## config.mk

```make
export PLATFORM = sky130hd
export DESIGN_NAME = msc_regs
export DESIGN_NICKNAME = d
export VERILOG_FILES = /design/src/verilog/msc_pkg.sv /design/src/verilog/msc_regs.sv
export SDC_FILE = /design/constraint.sdc
export NUM_CORES = 1
export LEC_CHECK = 0
export BUFFER_PORTS_ARGS = -buffer_cell sky130_fd_sc_hd__buf_2
export CORE_UTILIZATION = 35
export DETAILED_ROUTE_END_ITERATION = 10
export GPL_TIMING_DRIVEN = 0
export PLACE_DENSITY_LB_ADDON = 0.1
export SKIP_CTS_REPAIR_TIMING = 1
export SLEW_MARGIN = 0
export SYNTH_ARGS = -nofsm -noshare
export SYNTH_HDL_FRONTEND = slang
export SYNTH_SLANG_ARGS = --single-unit
```

## constraint.sdc

```tcl
create_clock -name CORE_CLK -period 23.1 [get_ports CORE_CLK]
set_input_delay 4.62 -clock CORE_CLK [delete_from_list [all_inputs] [get_ports CORE_CLK]]
set_output_delay 4.62 -clock CORE_CLK [all_outputs]
set_load 0.005 [all_outputs]
```

## src/verilog/msc_pkg.sv

```systemverilog
/*
 * constants, register map and carrier types for the metering status and
 * check register bank.
 * assumes a serial front end that decodes register reads and writes and
 * reports the data bytes it moves; all registers here are read-only.
 */
package msc_pkg;

  // ***********************************************************
  // register offsets
  // ***********************************************************
  localparam logic [6:0] MSC_OFS_FLAGS    = 7'h42;
  localparam logic [6:0] MSC_OFS_STATUS   = 7'h43;
  localparam logic [6:0] MSC_OFS_RDCHK    = 7'h44;
  localparam logic [6:0] MSC_OFS_WRCHK    = 7'h45;
  localparam logic [6:0] MSC_OFS_EN_B     = 7'h6f;
  localparam logic [6:0] MSC_OFS_RMS_IA   = 7'h70;
  localparam logic [6:0] MSC_OFS_RMS_IB   = 7'h71;
  localparam logic [6:0] MSC_OFS_RMS_U    = 7'h72;
  localparam logic [6:0] MSC_OFS_PWR_A    = 7'h73;
  localparam logic [6:0] MSC_OFS_PWR_B    = 7'h75;
  localparam logic [6:0] MSC_OFS_PWR_S    = 7'h76;
  localparam logic [6:0] MSC_OFS_EN_A     = 7'h77;

  // ***********************************************************
  // field positions and reset values
  // ***********************************************************
  localparam int          MSC_ST_CLKSEL   = 6;
  localparam int          MSC_ST_UNLOCK   = 4;
  localparam int          MSC_ST_RESET    = 0;
  localparam logic [15:0] MSC_FLAG_VALID  = 16'hffdf;  // bit 5 reserved
  localparam logic [15:0] MSC_FLAGS_RST   = 16'h0000;
  localparam logic [31:0] MSC_RDCHK_RST   = 32'h0000_0000;
  localparam logic [15:0] MSC_WRCHK_RST   = 16'h0000;
  localparam logic [15:0] MSC_COEF_RST    = 16'hffff;
  localparam logic [15:0] MSC_SUM_SEED    = 16'hffff;
  localparam int          MSC_NCOEF       = 8;

  // ***********************************************************
  // carrier types
  // ***********************************************************
  // register access from the serial front end, one-cycle strobes
  typedef struct packed {
    logic       rd;
    logic [6:0] addr;
  } msc_rdreq_t;

  // one data byte moved over the link, one-cycle strobe
  typedef struct packed {
    logic       vld;
    logic [7:0] data;
  } msc_byte_t;

  // coefficient load from the one-time memory
  typedef struct packed {
    logic        vld;
    logic [2:0]  idx;
    logic [15:0] data;
  } msc_otp_t;

endpackage

```

## src/verilog/msc_regs.sv

```systemverilog
/*
 * metering status and check register bank: shadow interrupt flags, system
 * status, read and write check copies, and conversion coefficients.
 * assumes the serial front end pulses a read request with the register
 * offset, a byte strobe for each data byte sent and received, and that the
 * one-time memory loader pulses one word per coefficient after reset.
 */
`timescale 1ns/1ps

module msc_regs
  import msc_pkg::*;
#(
  parameter int NEV = 16
)
(
  // clock and reset
  input  wire logic              CORE_CLK,
  input  wire logic              RST,
  // reset causes and system state
  input  wire logic              RESET_CAUSE,
  input  wire logic              CLK_INTERNAL,
  input  wire logic              WRITE_UNLOCK,
  // interrupt events and enables
  input  wire logic [NEV-1:0]    EVENTS,
  input  wire logic [NEV-1:0]    INTERRUPT_ENABLE_MASK,
  // serial front end and one-time memory loads
  input  wire msc_rdreq_t        RD_REQ,
  input  wire msc_byte_t         TX_BYTE,
  input  wire msc_byte_t         RX_BYTE,
  input  wire logic              STANDBY_LOAD,
  input  wire logic [15:0]       STANDBY_OTP,
  input  wire msc_otp_t          OTP_WORD,
  // read data and status out
  output logic [31:0]            RD_DATA,
  output logic [15:0]            PRIMARY_FLAGS,
  output logic [15:0]            SHADOW_FLAGS,
  output logic [15:0]            CHECKSUM,
  output logic [15:0]            STANDBY_WORD,
  output logic                   IRQ_N
);

  // ***********************************************************
  // state
  // ***********************************************************
  logic [15:0] prim_q, prim_d;
  logic [15:0] shad_q, shad_d;
  logic [15:0] en_q;
  logic        rst_flag_q;
  logic [31:0] rdchk_q;
  logic [15:0] wrchk_q;
  logic [15:0] coef_q [MSC_NCOEF];
  logic [15:0] sum_q;
  logic [31:0] rd_data_q;
  logic [15:0] stby_q;
  logic        irq_n_q;

  // ***********************************************************
  // decode
  // ***********************************************************
  // map an offset to a coefficient slot; slot 8 means not a coefficient
  function automatic logic [3:0] coef_slot(input logic [6:0] a);
    case (a)
      MSC_OFS_RMS_IA: coef_slot = 4'h0;
      MSC_OFS_RMS_IB: coef_slot = 4'h1;
      MSC_OFS_RMS_U:  coef_slot = 4'h2;
      MSC_OFS_PWR_A:  coef_slot = 4'h3;
      MSC_OFS_PWR_B:  coef_slot = 4'h4;
      MSC_OFS_PWR_S:  coef_slot = 4'h5;
      MSC_OFS_EN_A:   coef_slot = 4'h6;
      MSC_OFS_EN_B:   coef_slot = 4'h7;
      default:        coef_slot = 4'h8;
    endcase
  endfunction

  wire         rd_flags  = RD_REQ.rd && (RD_REQ.addr == MSC_OFS_FLAGS);
  wire         rd_status = RD_REQ.rd && (RD_REQ.addr == MSC_OFS_STATUS);
  wire [3:0]   slot      = coef_slot(RD_REQ.addr);
  // events are gated by the enable mask; reserved bit never rises
  wire [15:0]  ev_gated  = EVENTS & INTERRUPT_ENABLE_MASK
                           & MSC_FLAG_VALID;
  // an enable bit dropping withdraws its pending flag
  wire [15:0]  en_drop   = en_q & ~INTERRUPT_ENABLE_MASK;

  // set wins over clear so a flag read never swallows a new event
  assign prim_d = ((prim_q & ~en_drop & ~{16{rd_flags}}) | ev_gated);
  assign shad_d = ((shad_q & ~en_drop & ~{16{rd_flags}})
                   | ev_gated);

  wire [7:0]   status_v;
  // fields placed by position; every other bit stays zero
  assign status_v = (8'(CLK_INTERNAL) << MSC_ST_CLKSEL)
                  | (8'(WRITE_UNLOCK) << MSC_ST_UNLOCK)
                  | (8'(rst_flag_q) << MSC_ST_RESET);

  // checksum over the loaded coefficients, seeded with all ones
  logic [15:0] sum_d;
  always_comb
  begin
    sum_d = MSC_SUM_SEED;
    for (int i = 0; i < MSC_NCOEF; i++)
    begin
      sum_d = sum_d + coef_q[i];
    end
    sum_d = ~sum_d;
  end

  // read mux; coefficients are plain unsigned 16-bit words
  logic [31:0] rd_mux;
  always_comb
  begin
    rd_mux = 32'h0000_0000;
    if (slot != 4'h8)
      rd_mux = {16'h0000, coef_q[slot[2:0]]};
    else
    begin
      case (RD_REQ.addr)
        MSC_OFS_FLAGS:  rd_mux = {16'h0000, shad_q};
        MSC_OFS_STATUS: rd_mux = {24'h00_0000, status_v};
        MSC_OFS_RDCHK:  rd_mux = rdchk_q;
        MSC_OFS_WRCHK:  rd_mux = {16'h0000, wrchk_q};
        default:        rd_mux = 32'h0000_0000;
      endcase
    end
  end

  // ***********************************************************
  // flags and interrupt pin
  // ***********************************************************
  // flag pair updates together so both clear on the same read
  always_ff @(posedge CORE_CLK or posedge RST)
  begin
    if (RST)
    begin
      prim_q  <= MSC_FLAGS_RST;
      shad_q  <= MSC_FLAGS_RST;
      en_q    <= 16'h0000;
      irq_n_q <= 1'b1;
    end
    else
    begin
      prim_q  <= prim_d;
      shad_q  <= shad_d;
      en_q    <= INTERRUPT_ENABLE_MASK;
      irq_n_q <= ~(|prim_d);
    end
  end

  // ***********************************************************
  // reset sign
  // ***********************************************************
  // comes up set after any reset; a cause in the same cycle beats the clearing read
  always_ff @(posedge CORE_CLK or posedge RST)
  begin
    if (RST)
      rst_flag_q <= 1'b1;
    else if (RESET_CAUSE)
      rst_flag_q <= 1'b1;
    else if (rd_status)
      rst_flag_q <= 1'b0;
  end

  // ***********************************************************
  // check copies
  // ***********************************************************
  // shift registers: newest byte enters at the low end
  always_ff @(posedge CORE_CLK or posedge RST)
  begin
    if (RST)
    begin
      rdchk_q <= MSC_RDCHK_RST;
      wrchk_q <= MSC_WRCHK_RST;
    end
    else
    begin
      if (TX_BYTE.vld)
        rdchk_q <= {rdchk_q[23:0], TX_BYTE.data};
      if (RX_BYTE.vld)
        wrchk_q <= {wrchk_q[7:0], RX_BYTE.data};
    end
  end

  // ***********************************************************
  // coefficients from one-time memory
  // ***********************************************************
  // a blank part never loads, so the all-ones reset value stands
  genvar g;
  generate
    for (g = 0; g < MSC_NCOEF; g++)
    begin : g_coef
      always_ff @(posedge CORE_CLK or posedge RST)
      begin
        if (RST)
          coef_q[g] <= MSC_COEF_RST;
        else if (OTP_WORD.vld && (OTP_WORD.idx == 3'(g)))
          coef_q[g] <= OTP_WORD.data;
      end
    end
  endgenerate

  // ***********************************************************
  // registered outputs
  // ***********************************************************
  always_ff @(posedge CORE_CLK or posedge RST)
  begin
    if (RST)
    begin
      rd_data_q <= 32'h0000_0000;
      sum_q     <= 16'h0000;
      stby_q    <= 16'h0000;
    end
    else
    begin
      if (RD_REQ.rd)
        rd_data_q <= rd_mux;
      sum_q <= sum_d;
      if (STANDBY_LOAD)
        stby_q <= STANDBY_OTP;
    end
  end

  assign RD_DATA       = rd_data_q;
  assign PRIMARY_FLAGS = prim_q;
  assign SHADOW_FLAGS  = shad_q;
  assign CHECKSUM      = sum_q;
  assign STANDBY_WORD  = stby_q;
  assign IRQ_N         = irq_n_q;

endmodule

```

==> summary.md <==
| Metric | Value |
|---|---|
| Final WL | 46,200 µm |
| DRT iter0 DRCs | 606 |
| Period minus WS final | 6.97 ns |
| Final hold vios | 0 |
| Hold-critical path depth | 1 |
| Synth Area in Simple Gates | 0.0567 |
| Max-slew violations | 0 |
| Buf+Inv Stages, Crit Path | 3 |
| Area share of xor/xnor cells in the synthesized design | 0.0110 |
| CP required | 23.54 ns |
| Worst-path clk slew | 0.05 ns |
| Post-Synthesis Cells | 1,256 |
| Top FF cell, synth | dfrtp_1 |
| Pre-Repair DR Iteration Count | 5 |
| Fill count | 4,315 |
| CP startpoint | RD_REQ[0] |
| Overflow after GRT | 0 |
| Status | finished, final reports clean |
| Met1 WL | roughly 21,000 µm |
| Hold WC Path Type | flop to flop |
| Port bufs | 182 |
| CP Class | input port to flop |
| RR Endpoint | CHECKSUM[14]$_DFF_PP0_ |
| Chip height | 215 µm |
| Initial Utilization | 0.357 |
| Die W | 215 µm |
| Top sig layer | met5 |
| CP endpoint kind | flop |
| Post-Synth Adder-Cell Area | 0.133 |
| Worst-Skew Late Latency | approximately 0.56 ns |
| CP max stage cell | a221oi_1 |
| Initial antenna violation count | 6 |
| Slew headroom | 0.123 |
| Area grow syn2layout | 18.8% |
| Clk buf depth | 3 |
| Worst path cell trace | buf_2 -> buf_6 -> clkbuf_1 -> mux2_2 -> a221oi_1 -> o221ai_1 -> o22a_1 |
| CTS sink count | 290 |
| RSZ-0062 raised after global routing | no |
| Sequential area share after synthesis | 0.468 |
| Crit path max-delay family | compound AO/OA/AOI/OAI gates |
| Sum Neg Setup Slack | 0 ns |
| Pin count of the biggest net entering global routing | roughly 130 |
| Met3 routed WL | around 2900 µm |
| HPWL after DPL | between 30,000 and 40,000 µm |
| Syn. warnings | 0 |
| Drt wl/cell | between 20 and 25 µm |
| Synth Area in Compound Gates | 0.0967 |
| Hold Path Sink | SHADOW_FLAGS[2]$_DFF_PP0_ |
| Vias in the first global route | 11.2k |
| Commonest non-fill, non-tap cell in the layout | mux2_2 |
| R2r worst-path depth | 14 |
| Total Routing Usage GR | 0.203 |
| Max cap viols | 0 |
| Reg-to-reg startpoint | coef_q[82]$_DFFE_PP1P_ |
| Synthesized area | between 15,000 and 20,000 µm² |
| Max Fclk | 143 MHz |
| Critical Path Start Type | input port |
| Largest fanout on the critical path | 10 |
| IO Pins | 197 |
| TritonCTS clock tree | done |
| Share of layout cells above drive strength 1 | 0.417 |
| Row cnt | 77 |
| Post-synth EDFFs | 0 |
| Post-synthesis mux area share | 0.179 |
| Worst Max-Slew Pin Slew | 1.31 ns |
| Final setup vio count | 0 |
| Post-synthesis net count | 1,473 |
| Via density per instance | slightly above 5 |
| Arrival time worst endpoint | 7.41 ns |
| Via count | 10.7k |
| Most frequent cells in the layout | 206 x mux2_2, 193 x buf_2, 168 x inv_1 |
| Period utilisation layout | 0.302 |
| First-pass GRT wire length | 70,400 µm |
| CTS HTree Levels | 2 |
| Min-Delay Startpoint | en_q[2]$_DFF_PP0_ |
| Detail Route Antenna Nets | 0 |
| Total core area | roughly 45,000 µm² |
| WL met2 | 21,000 µm |
| Share of synthesized registers carrying an async set or reset | 1.00 |
| CTS Root Cell | clkbuf_16 |
| Critical path's largest stage delay | around 0.86 ns |
| Final #Nets | 1,697 |
| Die area | 46,200 µm² |
| Placer Congestion | 0.809 |
| Syn avg cell area | roughly 13 µm² |
| Flop2flop setup slack | roughly 19 ns |
| Remaining DRCs | 0 |
| Final Skew | 0.0251 ns |
| Synth Register Bits | 290 |
| Netlist cell types | 72 |
| Total CTS buffers | 37 |
| Largest family of logic cells by synthesized area | multiplexers |
[per-layer routing]
| layer | track usage | up-vias |
|---|---|---|
| li1 | - | 4882 |
| met1 | 0.279 | 5419 |
| met3 | 0.0529 | 75 |
| met4 | 0.0567 | 8 |
| met5 | 0 | - |
| met2 | 0.316 | 284 |
[cell type report]
cell class	count	area [µm²]	share of cell area
plain buffers	57	259	0.0137
well taps	592	741	0.0393
clock inverters	11	109	0.00578
repair buffers	185	981	0.0520
multi-input cells	740	7570	0.401
flip-flops and latches	290	7420	0.394
diodes	3	7.51	0.000398
inverters	169	642	0.0341
clock buffers	57	1120	0.0596
[flip-flops by register name, summed over array words and instances (netlist names)]
signal,count
en_q,16
wrchk_q,16
STANDBY_WORD,16
RD_DATA,32
PRIMARY_FLAGS,16
coef_q,128
rst_flag_q,1
CHECKSUM,16
SHADOW_FLAGS,16
rdchk_q,32
IRQ_N,1
[per-stage QoR]
| step | std cells | setup slack (ns) | instance area [µm²] | util | hold slack, ns |
|---|---|---|---|---|---|
| floorplan | 1256 | 10.69 | 15900 | - | 0.410 |
| global placement | 2030 | 6.69 | 17500 | 0.394 | 0.423 |
| detailed placement | 2033 | 15.65 | 17600 | 0.396 | 0.427 |
| CTS | 2101 | 16.26 | 18800 | 0.423 | 0.433 |
| global route | 2102 | 16.08 | 18800 | 0.423 | 0.456 |
| finish | 2104 | 16.13 | 18800 | 0.423 | 0.430 |
[how the worst max path moves through the flow]
| stage | to | slack, ns | depth (start not counted) |
|---|---|---|---|
| 6_report | RD_DATA[10]$_DFFE_PP0P_ | 16.13 | 7 |
| 5_1_grt | RD_DATA[12]$_DFFE_PP0P_ | 16.08 | 7 |
| 4_1_cts | RD_DATA[12]$_DFFE_PP0P_ | 16.26 | 7 |
| 3_5_place_dp | RD_DATA[12]$_DFFE_PP0P_ | 15.65 | 7 |
| 3_3_place_gp | RD_DATA[10]$_DFFE_PP0P_ | 6.69 | 2 |
| 2_1_floorplan | CHECKSUM[0]$_DFF_PP0_ | 10.69 | 1 |
[logic make-up (layout without fill, tap and decap cells)]
group                    count (synthesis)  count (layout)
AO/OA/AOI/OAI                          209             209
XOR/XNOR                                20              20
adder cells (fa/ha/maj)                117             117
buffers and inverters                  226             479
flip-flops                             290             290
multiplexers                           242             242
other                                    0               3
AND/OR/NAND/NOR                        152             152
[cell usage after synthesis (4+ instances only)]
library cell,instances,area (µm²)
and2_1,6,37.5
a21boi_0,11,82.6
a31oi_1,15,93.8
nand3_1,22,110
or4_1,9,67.6
o22a_1,20,175
a21oi_1,41,205
or2_2,4,25.0
inv_1,169,634
ha_1,31,388
nand2_1,19,71.3
nor2_1,21,78.8
dfstp_2,130,3420
o221ai_1,12,105
nor2b_1,7,43.8
buf_2,11,55.1
o221a_2,4,45.0
o31ai_1,7,52.6
dfrtp_1,160,4000
a22oi_1,6,45.0
or3_1,6,37.5
buf_4,4,30.0
mux4_2,10,225
buf_1,4,15.0
mux2_2,206,2320
clkbuf_1,35,131
a21o_1,7,52.6
xnor2_1,15,131
a211oi_1,7,52.6
xor2_1,5,43.8
o2111ai_1,5,43.8
nand2b_1,17,106
o2bb2ai_1,4,35.0
nor3_1,5,25.0
o211ai_1,4,30.0
o21ai_0,16,80.1
fa_1,86,1720
mux2i_1,24,240
o22ai_1,5,31.3
and3_1,11,68.8
a221oi_1,14,123
a22o_1,16,140
Power is left out: the tool's default activity adds up to more than one toggle a clock period on the data nets, which glitch-free logic cannot reach.
